--- config.mk ---
export PLATFORM = sky130hd
export DESIGN_NAME = io_port5
export DESIGN_NICKNAME = d
export VERILOG_FILES = /design/src/hdl/port5_pkg.sv /design/src/hdl/io_port5.sv /design/src/hdl/pin_sync.sv
export SDC_FILE = /design/constraint.sdc
export NUM_CORES = 1
export LEC_CHECK = 0
export BUFFER_PORTS_ARGS = -buffer_cell sky130_fd_sc_hd__buf_2
export CORE_UTILIZATION = 48
export DETAILED_ROUTE_END_ITERATION = 10
export GPL_ROUTABILITY_DRIVEN = 0
export GPL_TIMING_DRIVEN = 0
export PLACE_DENSITY = 0.8
export SLEW_MARGIN = 20
export SYNTH_ARGS = -nofsm -noshare
export SYNTH_HDL_FRONTEND = slang
export SYNTH_SLANG_ARGS = --single-unit
--- constraint.sdc ---
create_clock -name aclk -period 1.6 [get_ports aclk]
set_input_delay 0.16 -clock aclk [delete_from_list [all_inputs] [get_ports aclk]]
set_output_delay 0.16 -clock aclk [all_outputs]
set_load 0.005 [all_outputs]
--- src/hdl/port5_pkg.sv ---
// Register map, field layout and reset values of the eight-pin I/O port.
package port5_pkg;

  // Register byte offsets on the AXI4-Lite bus.
  localparam logic [7:0] DIRECTION_OFFSET = 8'h00;
  localparam logic [7:0] OUTPUT_DATA_OFFSET = 8'h04;
  localparam logic [7:0] PULLUP_ENABLE_OFFSET = 8'h08;
  localparam logic [7:0] PIN_FUNCTION_SELECT_OFFSET = 8'h0c;
  localparam logic [7:0] I2C_CONTROL_OFFSET = 8'h10;
  localparam logic [7:0] PIN_LEVEL_OFFSET = 8'h14;

  // Reset values.
  localparam logic [7:0] DIRECTION_RESET = 8'h00;
  localparam logic [7:0] OUTPUT_DATA_RESET = 8'h00;
  localparam logic [7:0] PULLUP_ENABLE_RESET = 8'h00;
  localparam logic [7:0] PIN_FUNCTION_SELECT_RESET = 8'h00;
  localparam logic I2C_ENABLE_RESET = 1'b0;

  // Writable bit masks and field positions.
  localparam logic [7:0] PULLUP_VALID_MASK = 8'h3f;
  localparam logic [7:0] FUNCTION_SELECT_MASK = 8'h3f;
  localparam int I2C_ENABLE_BIT = 0;
  localparam int WAKE_ZERO_BIT = 0;
  localparam int WAKE_ONE_BIT = 1;
  localparam int WAKE_FIVE_BIT = 5;
  localparam int SDA_PIN = 6;
  localparam int SCL_PIN = 7;

  // Input synchroniser depth.
  localparam int SYNC_STAGES = 2;

  // AXI response codes.
  localparam logic [1:0] RESP_OKAY = 2'h0;
  localparam logic [1:0] RESP_SLVERR = 2'h2;

endpackage : port5_pkg

--- src/hdl/io_port5.sv ---
// Eight-pin general I/O port with wake-up, trigger and I2C pin sharing.
//
// Register access over AXI4-Lite and the register offsets were left to the implementer.
`timescale 1ns/10ps
`default_nettype none

// Functional notes
// - Function-select bit 0 high turns pin zero into active-low wake input zero.
// - Function-select bit 1 high turns pin one into wake input one.
// - A general-purpose pin drives its output when its direction bit is 1.
// - Direction register is write-only, one bit per pin, resets to zero.
// - Output data register is read/write, drives output pins, resets to zero.
// - Data reads return the stored bit where direction is 1.
// - Data reads return the synchronised pin level where direction is 0.
// - Pull-ups 5..0 act only on pins whose direction bit is 0.
// - Pull-up enable 1 switches the pull-up on, 0 off; reset zero.
// - Pull-up bits 7 and 6 ignore writes and read as zero.
// - I2C enable makes pin seven the open-drain clock line regardless of direction.
// - I2C enable makes pin six the open-drain data line regardless of direction.
module io_port5
  import port5_pkg::*;
#(
  parameter int ADDR_WIDTH = 8,
  parameter int PIN_COUNT = 8
) (
  // Clock and reset
  input wire logic aclk,
  input wire logic aresetn,
  // AXI4-Lite write address
  input wire logic awvalid,
  output logic awready,
  input wire logic [ADDR_WIDTH-1:0] awaddr,
  input wire logic [2:0] awprot,
  // AXI4-Lite write data
  input wire logic wvalid,
  output logic wready,
  input wire logic [31:0] wdata,
  input wire logic [3:0] wstrb,
  // AXI4-Lite write response
  output logic bvalid,
  input wire logic bready,
  output logic [1:0] bresp,
  // AXI4-Lite read address
  input wire logic arvalid,
  output logic arready,
  input wire logic [ADDR_WIDTH-1:0] araddr,
  input wire logic [2:0] arprot,
  // AXI4-Lite read data
  output logic rvalid,
  input wire logic rready,
  output logic [31:0] rdata,
  output logic [1:0] rresp,
  // Package pins
  input wire logic [PIN_COUNT-1:0] pad_in,
  output logic [PIN_COUNT-1:0] pad_out,
  output logic [PIN_COUNT-1:0] pad_oe,
  output logic [PIN_COUNT-1:0] pullup_on,
  // Alternate functions
  output logic [5:0] wake_in_n,
  output logic adc_ext_trigger_n,
  input wire logic i2c_scl_drive_low,
  input wire logic i2c_sda_drive_low,
  output logic i2c_scl_in,
  output logic i2c_sda_in
);

  // Register state.
  logic [7:0] direction_q;
  logic [7:0] direction_d;
  logic [7:0] output_data_q;
  logic [7:0] output_data_d;
  logic [7:0] pullup_enable_q;
  logic [7:0] pullup_enable_d;
  logic [7:0] function_select_q;
  logic [7:0] function_select_d;
  logic i2c_enable_q;
  logic i2c_enable_d;

  // Write channel state.
  logic aw_held_q;
  logic aw_held_d;
  logic [ADDR_WIDTH-1:0] aw_addr_q;
  logic [ADDR_WIDTH-1:0] aw_addr_d;
  logic w_held_q;
  logic w_held_d;
  logic [7:0] w_byte_q;
  logic [7:0] w_byte_d;
  logic w_lane0_q;
  logic w_lane0_d;
  logic bvalid_q;
  logic bvalid_d;
  logic [1:0] bresp_q;
  logic [1:0] bresp_d;

  // Read channel state.
  logic rvalid_q;
  logic rvalid_d;
  logic [31:0] rdata_q;
  logic [31:0] rdata_d;
  logic [1:0] rresp_q;
  logic [1:0] rresp_d;

  logic [PIN_COUNT-1:0] pin_level;
  logic commit_write;
  logic [7:0] pin_readback;
  logic [7:0] gpio_drive;

  pin_sync #(
    .WIDTH(PIN_COUNT)
  ) u_pin_sync (
    .aclk(aclk),
    .aresetn(aresetn),
    .async_in(pad_in),
    .sync_out(pin_level)
  );

  // Decodes a bus address to one of the mapped register offsets.
  function automatic logic is_reg(input logic [ADDR_WIDTH-1:0] addr, input logic [7:0] offset);
    is_reg = (addr[ADDR_WIDTH-1:2] == offset[ADDR_WIDTH-1:2]);
  endfunction : is_reg

  // Merges lane 0 of a write into an eight-bit register, honouring the writable mask.
  function automatic logic [7:0] merge_byte(input logic [7:0] old, input logic [7:0] data,
                                            input logic lane, input logic [7:0] mask);
    merge_byte = lane ? ((data & mask) | (old & ~mask)) : old;
  endfunction : merge_byte

  function automatic logic is_mapped(input logic [ADDR_WIDTH-1:0] addr);
    is_mapped = is_reg(addr, DIRECTION_OFFSET) || is_reg(addr, OUTPUT_DATA_OFFSET) ||
                is_reg(addr, PULLUP_ENABLE_OFFSET) || is_reg(addr, PIN_FUNCTION_SELECT_OFFSET) ||
                is_reg(addr, I2C_CONTROL_OFFSET) || is_reg(addr, PIN_LEVEL_OFFSET);
  endfunction : is_mapped

  // Write channel: address and data are taken independently, then committed together.
  always_comb begin
    awready = !aw_held_q && !bvalid_q;
    wready = !w_held_q && !bvalid_q;
    aw_held_d = aw_held_q;
    aw_addr_d = aw_addr_q;
    w_held_d = w_held_q;
    w_byte_d = w_byte_q;
    w_lane0_d = w_lane0_q;
    bvalid_d = bvalid_q;
    bresp_d = bresp_q;
    commit_write = aw_held_q && w_held_q && !bvalid_q;
    if (awvalid && awready) begin
      aw_held_d = 1'b1;
      aw_addr_d = awaddr;
    end
    if (wvalid && wready) begin
      w_held_d = 1'b1;
      w_byte_d = wdata[7:0];
      w_lane0_d = wstrb[0];
    end
    if (commit_write) begin
      aw_held_d = 1'b0;
      w_held_d = 1'b0;
      bvalid_d = 1'b1;
      bresp_d = is_mapped(aw_addr_q) && !is_reg(aw_addr_q, PIN_LEVEL_OFFSET) ?
                RESP_OKAY : RESP_SLVERR;
    end else if (bvalid_q && bready) begin
      bvalid_d = 1'b0;
    end
  end

  // Register updates on a committed write.
  always_comb begin
    direction_d = direction_q;
    output_data_d = output_data_q;
    pullup_enable_d = pullup_enable_q;
    function_select_d = function_select_q;
    i2c_enable_d = i2c_enable_q;
    if (commit_write) begin
      if (is_reg(aw_addr_q, DIRECTION_OFFSET)) begin
        direction_d = merge_byte(direction_q, w_byte_q, w_lane0_q, 8'hff);
      end
      if (is_reg(aw_addr_q, OUTPUT_DATA_OFFSET)) begin
        output_data_d = merge_byte(output_data_q, w_byte_q, w_lane0_q, 8'hff);
      end
      if (is_reg(aw_addr_q, PULLUP_ENABLE_OFFSET)) begin
        pullup_enable_d = merge_byte(pullup_enable_q, w_byte_q, w_lane0_q,
                                     PULLUP_VALID_MASK);
      end
      if (is_reg(aw_addr_q, PIN_FUNCTION_SELECT_OFFSET)) begin
        function_select_d = merge_byte(function_select_q, w_byte_q, w_lane0_q,
                                       FUNCTION_SELECT_MASK);
      end
      if (is_reg(aw_addr_q, I2C_CONTROL_OFFSET) && w_lane0_q) begin
        i2c_enable_d = w_byte_q[I2C_ENABLE_BIT];
      end
    end
  end

  // Output pins read back their stored value, input pins their sampled level.
  assign pin_readback = (output_data_q & direction_q) | (pin_level & ~direction_q);

  // Read channel: one address at a time, data registered at acceptance.
  always_comb begin
    arready = !rvalid_q;
    rvalid_d = rvalid_q;
    rdata_d = rdata_q;
    rresp_d = rresp_q;
    if (arvalid && arready) begin
      rvalid_d = 1'b1;
      rdata_d = 32'h0000_0000;
      rresp_d = RESP_OKAY;
      if (is_reg(araddr, OUTPUT_DATA_OFFSET)) begin
        rdata_d[7:0] = pin_readback;
      end else if (is_reg(araddr, PULLUP_ENABLE_OFFSET)) begin
        rdata_d[7:0] = pullup_enable_q & PULLUP_VALID_MASK;
      end else if (is_reg(araddr, PIN_FUNCTION_SELECT_OFFSET)) begin
        rdata_d[7:0] = function_select_q;
      end else if (is_reg(araddr, I2C_CONTROL_OFFSET)) begin
        rdata_d[I2C_ENABLE_BIT] = i2c_enable_q;
      end else if (is_reg(araddr, PIN_LEVEL_OFFSET)) begin
        rdata_d[7:0] = pin_level;
      end else if (!is_reg(araddr, DIRECTION_OFFSET)) begin
        rresp_d = RESP_SLVERR;
      end
      // The direction register is write-only and reads as zero.
    end else if (rvalid_q && rready) begin
      rvalid_d = 1'b0;
    end
  end

  always_ff @(posedge aclk) begin
    if (!aresetn) begin
      direction_q <= DIRECTION_RESET;
      output_data_q <= OUTPUT_DATA_RESET;
      pullup_enable_q <= PULLUP_ENABLE_RESET;
      function_select_q <= PIN_FUNCTION_SELECT_RESET;
      i2c_enable_q <= I2C_ENABLE_RESET;
      aw_held_q <= 1'b0;
      aw_addr_q <= '0;
      w_held_q <= 1'b0;
      w_byte_q <= 8'h00;
      w_lane0_q <= 1'b0;
      bvalid_q <= 1'b0;
      bresp_q <= RESP_OKAY;
      rvalid_q <= 1'b0;
      rdata_q <= 32'h0000_0000;
      rresp_q <= RESP_OKAY;
    end else begin
      direction_q <= direction_d;
      output_data_q <= output_data_d;
      pullup_enable_q <= pullup_enable_d;
      function_select_q <= function_select_d;
      i2c_enable_q <= i2c_enable_d;
      aw_held_q <= aw_held_d;
      aw_addr_q <= aw_addr_d;
      w_held_q <= w_held_d;
      w_byte_q <= w_byte_d;
      w_lane0_q <= w_lane0_d;
      bvalid_q <= bvalid_d;
      bresp_q <= bresp_d;
      rvalid_q <= rvalid_d;
      rdata_q <= rdata_d;
      rresp_q <= rresp_d;
    end
  end

  assign bvalid = bvalid_q;
  assign bresp = bresp_q;
  assign rvalid = rvalid_q;
  assign rdata = rdata_q;
  assign rresp = rresp_q;

  // Pin multiplexing. A pin handed to an input function never drives, whatever its
  // direction bit says, so a stale direction cannot fight an external wake source.
  always_comb begin
    gpio_drive = direction_q & ~function_select_q;
    pad_out = output_data_q;
    pad_oe = gpio_drive;
    if (i2c_enable_q) begin
      pad_out[SCL_PIN] = 1'b0;
      pad_oe[SCL_PIN] = i2c_scl_drive_low;
      pad_out[SDA_PIN] = 1'b0;
      pad_oe[SDA_PIN] = i2c_sda_drive_low;
    end
    pullup_on = pullup_enable_q & PULLUP_VALID_MASK & ~direction_q;
    // Unselected wake inputs idle high, which is their inactive level.
    wake_in_n = pin_level[5:0] | ~function_select_q[5:0];
    adc_ext_trigger_n = pin_level[WAKE_FIVE_BIT] | ~function_select_q[WAKE_FIVE_BIT];
    // Bus levels idle high while the interface is off, as a released bus would.
    i2c_scl_in = pin_level[SCL_PIN] | ~i2c_enable_q;
    i2c_sda_in = pin_level[SDA_PIN] | ~i2c_enable_q;
  end
endmodule : io_port5
`default_nettype wire

--- src/hdl/pin_sync.sv ---
// Two-flop synchroniser for a vector of asynchronous pin levels.
`timescale 1ns/10ps
`default_nettype none
module pin_sync
  import port5_pkg::*;
#(
  parameter int WIDTH = 8
) (
  // Clock and reset
  input wire logic aclk,
  input wire logic aresetn,
  // Levels
  input wire logic [WIDTH-1:0] async_in,
  output logic [WIDTH-1:0] sync_out
);

  logic [WIDTH-1:0] stage1_q;
  logic [WIDTH-1:0] stage1_d;
  logic [WIDTH-1:0] stage2_q;
  logic [WIDTH-1:0] stage2_d;

  always_comb begin
    stage1_d = async_in;
    stage2_d = stage1_q;
  end

  // The first stage feeds only the second, so metastability never reaches logic.
  always_ff @(posedge aclk) begin
    if (!aresetn) begin
      stage1_q <= '0;
      stage2_q <= '0;
    end else begin
      stage1_q <= stage1_d;
      stage2_q <= stage2_d;
    end
  end

  assign sync_out = stage2_q;

endmodule : pin_sync
`default_nettype wire

# --- After elaboration in Yosys (flattened, before gate mapping) ---
# Index checks and enable logic that the tools add are counted.
word_totals:
  input_bits: 75
  register_bits: 82
classes:
  eq_ne: 10
  n_reduce_logical: 31
  muxes: 19
  n_bitwise: 17
ops:
  columns: ["operator", "count"]
  rows:
  - ["8-bit two-way mux", 4]
  - ["8-bit bitwise AND", 3]
  - ["6-bit by 2-bit == test with 1-bit output (second input constant)", 4]
  - ["6-bit by 3-bit == test with 1-bit output (second input constant)", 4]
  - ["2-bit two-way mux", 9]
  - ["8-bit NOT", 2]
  - ["6-bit by 8-bit bitwise OR with 8-bit output", 2]
  - ["6-bit by 1-bit == test with 1-bit output (second input constant)", 2]
  - ["6-bit logical NOT", 2]
  - ["3-bit AND reduction", 4]
  - ["1-bit logical AND", 11]
  - ["6-bit by 8-bit bitwise AND with 8-bit output", 1]
  - ["8-bit bitwise OR", 1]
  - ["7-bit two-way mux", 1]
  - ["6-bit NOT", 1]
  - ["6-bit bitwise OR", 1]
  - ["1-bit logical NOT", 5]
  - ["1-bit logical OR", 5]
  - ["1-bit two-way mux", 5]
  - ["2-bit nonzero test", 2]
  - ["1-bit NOT", 3]
  - ["1-bit bitwise OR", 3]
  - ["2-bit AND reduction", 1]
  - ["2-bit OR reduction", 1]

# --- Longest topological paths before layout ---
# Gate-level depths: netlist of the first run.
depth:
  ltp_word: 8
  mapped_depth: 5
  ltp_nobuf: 4

# --- Cells and area by module ---
# Synthesis of the first run repeated with hierarchy kept, for this count alone.
unflattened:
  hier_cells: 365
  area_unflattened_um2: 3369.5
modules_own_cells:
  columns: ["mod", "area_per_inst_um2", "n_inst", "cells_per_inst"]
  rows:
  - ["io_port5", 2922.8, 1, 332]
  - ["pin_sync", 446.7, 1, 33]

# --- Worst setup path before layout of the first run ---
# No wires, ideal clock.
synth_timing:
  path_type: "register to register"
  startpoint: "reg bvalid_q, in the netlist bvalid"
  endpoint: "reg pullup_enable_q[0]"
  slack_ns: 0.313
  required_time_ns: 1.480
  stages_incl_launch_ff: 6
  synth_period_minus_slack_ns: 1.287
  arrival_time_ns: 1.167
  path_cell_list: "dfxtp_1 and3b_1 buf_6 and3_4 nand3b_4 mux2i_1"
synth_via:
  elab_chain_cells: 3
synth_rtl:
  columns: ["item", "line_no", "text"]
  rows:
  - ["from (decl)", "io_port5.sv:90", "logic bvalid_q;"]
  - ["from (signal assigned)", "io_port5.sv:254", "bvalid_q <= bvalid_d;"]
  - ["1-bit logical NOT", "io_port5.sv:145", "commit_write = aw_held_q && w_held_q && !bvalid_q;"]
  - ["1-bit logical AND", "io_port5.sv:145", null]
  - ["3-bit AND reduction (no line)", null, null]
  - ["to (signal assigned)", "io_port5.sv:246", "pullup_enable_q <= pullup_enable_d;"]
  - ["to (decl)", "io_port5.sv:72", "logic [7:0] pullup_enable_q;"]
# Every way passes these cells.
# A chain may end at the register's enable or synchronous reset.

# --- Final worst setup path of the first run ---
layout_timing:
  startpoint: "reg i2c_enable_q"
  endpoint: "out pad_oe[7]"
layout_via:
  elab_chain_cells: 1
layout_rtl:
  columns: ["item", "line_no", "text"]
  rows:
  - ["from (decl)", "io_port5.sv:76", "logic i2c_enable_q;"]
  - ["from (signal assigned)", "io_port5.sv:248", "i2c_enable_q <= i2c_enable_d;"]
  - ["2-bit two-way mux", "io_port5.sv:274", "if (i2c_enable_q) begin"]
  - ["to (decl)", "io_port5.sv:56", "output logic [PIN_COUNT-1:0] pad_oe,"]
# Every way passes these cells.

==> metrics.csv, run 1 <==
metric,value,unit
status,completed,
Final Cycle Share,0.936,
final hold slack,0.00519,ns
# fillers,612,
RR Endpoint,rdata[0],
maximum VDD drop,449,uV
Synth Area in XOR/XNOR,0,
IO Port Bufs,81,
setup violation total in the final timing report,0,
CTS tree,yes,
sequential share of the synthesized area,0.421,
Post-Syn Area,0.00352,mm^2
LEAKAGE,2.17,nW
"Data required, critical path",1.44,ns
first-pass GRT wire length,12.0,mm
die area,0.00768,mm^2
dpl cells,576,
top_reg_cell synth,dfxtp_1,
crit path time final,1.50,ns
DRC errors left,0,
Sink Count,74,
"top cells by area, synth","dfxtp_1, mux2i_1, nor2b_1",
IO Pins,149,
Max Slew Vio Count,0,
pwr dens,852,mW/mm^2
worst setup path start,i2c_enable_q,
number of synthesized flops with an enable pin,0,
CTS HTree Levels,3,
share of cells above drive strength 1,0.300,
post-synth top area cell,dfxtp_1,
hold buffers post-CTS,0,
Post-synth ARST share,0,
Die H,87.7,um
CP Max Fanout,8,
post-synthesis adder-cell area fraction,0,
crit-path max cell delay,0.51,ns
Initial DRC Count,127,
largest net degree at the start of global routing,16,
final-report hold violation count,0,
iteration count of the initial detailed-routing pass,5,
clock skew,0.00928,ns
Max-Cap Viols,0,
register bit total from synthesis,74,
# rows,30,
Area Growth Syn to Fin,23.2,%
CP Capture Point,pad_oe[7],
die width,87.7,um
Detail Route Antenna Nets,0,
worst-margin pin slew,0.501,ns
crit path cell chain,mux2_1 > buf_2,
setup TNS,0,ns
final std cells w/o fill,593,
Slew Limit Headroom,0.666,
initial core utilization,0.507,
Final Net Count,567,
Routed WL,7.78,mm
post-CTS resize count,0,
largest family of logic cells by synthesized area,simple AND/OR/NAND/NOR gates,
antenna cells,0,
Post-Synthesis Cells,372,
CTS Buf Count,9,
Core Region,0.00694,mm^2
share of the synthesized area in the top cell type,0.421,
Avg WL per Cell,13.1,um
"Power, Total",3.70,mW
initial antenna violation count,0,
Netlist cell types,37,
crit path capture type,primary output,
dpl hpwl,5.91,mm
Synth Area per Inst,9.47,um^2
Max Clk Rate,0.668,GHz
fraction of synthesized area in multiplexers,0.135,
final instance area,0.00434,mm^2
YS warnings,0,
simple-gate share of the synthesized area,0.261,
Placed Area,0.00415,mm^2
vias in the first global route,2524,
Setup Crit Path Kind,reg -> out,
critical path startpoint category,register,
number of vias in the routed layout,2770,
Register-to-Register Path Depth,6,
All-Layer GR Usage,0.209,
FF-to-FF Start,rvalid,
clk_lat worst skew,0.35,ns
RSZ-0062 raised after global routing,no,
root buf cell,clkbuf_8,
"Clk pin slew, worst setup/hold paths",0.08,ns
min-delay worst type,in -> reg,
"Slowest-stage cell, CP",dfxtp_1,
Compound-Gate Fraction of Synth Area,0.0792,
Congestion Overflow GR,0,
# Post-CTS Setup Buffers,0,
Vias/cell,4.67,
Worst R2R Setup Slack,0.13,ns
CTS Buffer Depth,2,
crit path DAT,1.34,ns
synthesized netlist by cell type (2+ instances only):
library cell / number
dfxtp_1: 74
mux2i_1: 42
mux2_1: 5
clkbuf_1: 9
o22ai_1: 5
nor2b_1: 47
nand2b_1: 13
nor2_1: 5
a21oi_1: 2
nand2_1: 54
buf_4: 35
nand4_4: 2
a31oi_1: 2
a21boi_1: 15
a32oi_1: 2
and2_1: 19
o211ai_1: 5
inv_1: 4
o21ai_0: 5
and3_1: 6
buf_2: 5
where the power goes:
group	switching, mW	total (mW)	internal, mW
clock network	0.775	1.36	0.584
logic	0.198	0.391	0.194
registers	0.0482	1.95	1.90
total	1.02	3.70	2.68
critical path: cells and delay by family (launching register included):
kind,cells,cell delay (ns)
flops,1,0.51
mux,1,0.35
buf+inv,1,0.13
cells by family after synthesis:
logic type             after synthesis
buffers and inverters               55
and+or+nand+nor                    155
other                                1
muxes                               47
DFF                                 74
AOI/OAI and AO/OA                   40
how the worst min path moves through the flow:
stage                    from                      to  slack (ns)  cells past startpoint
global placement    pad_in[7]  u_pin_sync.stage1_q[7]        0.37                      2
CTS                 pad_in[5]  u_pin_sync.stage1_q[5]      0.0003                      2
global route        pad_in[5]  u_pin_sync.stage1_q[5]       0.009                      2
finish              pad_in[0]  u_pin_sync.stage1_q[0]       0.005                      2
detailed placement  pad_in[7]  u_pin_sync.stage1_q[7]        0.37                      2
floorplan           pad_in[0]  u_pin_sync.stage1_q[0]        0.29                      1
flip-flops by register name, summed over array words and instances (netlist names):
signal / cells
u_pin_sync.stage1_q: 8
direction_q: 8
rdata: 8
rresp: 1
function_select_q: 6
w_lane0_q: 1
bresp: 1
pullup_enable_q: 6
output_data_q: 8
w_held_q: 1
w_byte_q: 8
u_pin_sync.sync_out: 8
i2c_enable_q: 1
aw_addr_q: 6
bvalid: 1
rvalid: 1
aw_held_q: 1
per-layer routing:
metal | track usage | wire length, um
met1 | 0.257 | 3410
met2 | 0.359 | 3720
met3 | 0.0377 | 507
met4 | 0.0924 | 143
met5 | 0 | 0
metrics by stage:
step	utilization	setup slack, ns
final	0.625	0.102
after global routing	0.625	0.00420
after CTS	0.624	0.00986
after detailed placement	0.597	0.0278
after global placement	0.597	0.0565
after floorplan	-	0.313
placed cells by master, fill, tap and decap left out, types with 2 or more instances in the layout:
cell type   instances
clkbuf_8           10
inv_1               4
o21ai_0             5
and3_1              6
and2_1             19
o211ai_1            5
clkinv_4            2
nand2_1            54
nor2b_1            47
a21oi_1             2
buf_2              86
clkbuf_1            9
inv_6               3
a31oi_1             2
a32oi_1             2
conb_1             28
o22ai_1             5
mux2i_1            42
nand4_4             2
buf_4              36
clkinvlp_4          2
mux2_1              5
dfxtp_1            74
nand2b_1           13
a21boi_1           15
nor2_1              5
area by class of cell:
type	instances	area, um^2	share of cell area
multi-input combinational	270	1780	0.410
timing repair buffer	82	413	0.0952
buffer	51	347	0.0799
sequential	74	1480	0.341
tap	96	120	0.0277
clock buffer	9	124	0.0285
clock inverter	7	58.8	0.0136
inverter	4	15.0	0.00346
Note: power is estimated with default switching activity, not from simulation.
==> run 2: changes to the inputs <==
RECOVER_POWER = 100   (was not set)
==> metrics.csv, run 2 (synthesis gave the netlist of run 1 again) <==
metric,value,unit,change
"Clk pin slew, worst setup/hold paths",0.09,ns,about the same
Hold Path Origin,pad_in[4],,
Hold Path Depth,2,,unchanged
Final WS setup,0.104,ns,+0.00212 ns
Die H,87.7,um,unchanged
vias in the first global route,2524,,unchanged
critical path startpoint category,register,,
Max Slew Vio Count,0,,unchanged
met2 wire length,3.75,mm,+0.86%
Area Growth Syn to Fin,22.1,%,
initial core utilization,0.507,,unchanged
initial antenna violation count,0,,unchanged
die area,0.00768,mm^2,unchanged
Sink Count,74,,unchanged
worst setup path start,i2c_enable_q,,
RR Endpoint,function_select_q[4],,
Max Clk Rate,0.668,GHz,+0.14%
WL met3,414,um,-18%
Max-Cap Viols,0,,unchanged
RSZ-0062 raised after global routing,no,,
first-pass GRT wire length,12.0,mm,unchanged
"commonest non-fill, non-tap cell in the layout",dfxtp_1,,
status,completed,,
Congestion Overflow GR,0,,unchanged
clock skew,0.00956,ns,+0.000281 ns
Hold EP,u_pin_sync.stage1_q[4],,
Register-to-Register Path Depth,5,,-1
final hold slack,0.00825,ns,+0.00306 ns
CTS Buf Count,9,,unchanged
dpl ws,0.0278,ns,unchanged
crit path time final,1.50,ns,-0.00212 ns
crit path capture type,primary output,,
Final Net Count,567,,unchanged
final-report hold violation count,0,,unchanged
Avg WL per Cell,13.2,um,+0.51%
die width,87.7,um,unchanged
setup violation total in the final timing report,0,,unchanged
min-delay worst type,in -> reg,,
All-Layer GR Usage,0.209,,unchanged
iteration count of the initial detailed-routing pass,4,,-1
Detail Route Antenna Nets,0,,unchanged
Worst R2R Setup Slack,0.12,ns,about the same
"Power, Total",3.69,mW,-0.28%
"Data required, critical path",1.44,ns,about the same
IO Port Bufs,81,,unchanged
number of vias in the routed layout,2772,,+0.072%
hold buffers post-CTS,0,,unchanged
worst-margin pin slew,0.503,ns,+0.00156 ns
pwr dens,857,mW/mm^2,+0.62%
largest net degree at the start of global routing,16,,unchanged
met1 WL,3.52,mm,+3.4%
Final Cycle Share,0.935,,-0.00132
DRC errors left,0,,unchanged
Max Used Layer,met4,,
CP Max Fanout,8,,unchanged
Slew Limit Headroom,0.665,,-0.00104
root buf cell,clkbuf_8,,
antenna cells,0,,unchanged
IO Pins,149,,unchanged
CTS Buffer Depth,2,,unchanged
# fillers,621,,+1.5%
share of cells above drive strength 1,0.243,,-0.0563
CTS tree,yes,,
LEAKAGE,2.06,nW,-5.1%
Setup Crit Path Kind,reg -> out,,
most frequent cells in the layout,"dfxtp_1, buf_2, nand2_1",,
maximum VDD drop,441,uV,-1.7%
Initial DRC Count,122,,-3.9%
Final Util,0.619,,-0.00559
FF-to-FF Start,bvalid,,
Routed WL,7.82,mm,+0.51%
# rows,30,,unchanged
CTS HTree Levels,3,,unchanged
Vias/cell,4.67,,about the same
crit path DAT,1.34,ns,about the same
dpl hpwl,5.91,mm,unchanged
setup TNS,0,ns,unchanged
clk_lat worst skew,0.35,ns,about the same
post-CTS resize count,0,,unchanged
Core Region,0.00694,mm^2,unchanged
-- run 2: changes by cell type in the layout (fill, tap and decap cells not counted), sizes merged --
cell / previous run / this run
buf: 123 / 86
clkbuf: 19 / 56
-- run 2: worst max-delay path, stage by stage (launching register included) --
cell	delay [ns]
dfxtp_1	0.51
mux2_1	0.35
buf_2	0.13
-- run 2: how the worst max path moves through the flow --
stage,end,slack (ns),cells past startpoint
finish,pad_oe[7],0.10,2
global route,pad_oe[6],0.004,2
CTS,rdata[1],0.01,5
detailed placement,rdata[1],0.03,5
global placement,rdata[2],0.06,5
floorplan,pullup_enable_q[0],0.31,5
-- run 2: cell type report --
type | instances | area (um^2) | share of cell area
sequential | 74 | 1480 | 0.344
clock buffer | 9 | 124 | 0.0288
timing repair buffer | 82 | 379 | 0.0882
tap | 96 | 120 | 0.0279
clock inverter | 7 | 58.8 | 0.0137
buffer | 51 | 347 | 0.0806
multi-input combinational | 270 | 1780 | 0.413
inverter | 4 | 15.0 | 0.00349
-- run 2: stage by stage --
stage	instances	instance area, um^2
final	593	4300
after global placement	576	4150
after global routing	593	4300
after floorplan	399	3620
after CTS	592	4330
after detailed placement	576	4150
-- run 2: power breakdown --
part           switching (mW)  total, mW  leakage [nW]  internal [mW]
sequential             0.0482       1.95         0.603           1.90
combinational           0.196      0.384          1.37          0.188
clock                   0.772       1.36        0.0868          0.584
total                    1.02       3.69          2.06           2.67
-- run 2: what timing repair did --
item,in CTS,in global routing
endpoints found under the setup margin,0,8
buffers inserted,0,1
endpoints found under the hold margin,0,0
-- run 2: metal layers --
metal	GRT usage	vias to the layer above
met5	0	-
met4	0.0924	0
met3	0.0377	14
met2	0.359	92
met1	0.257	1260
li1	-	1406
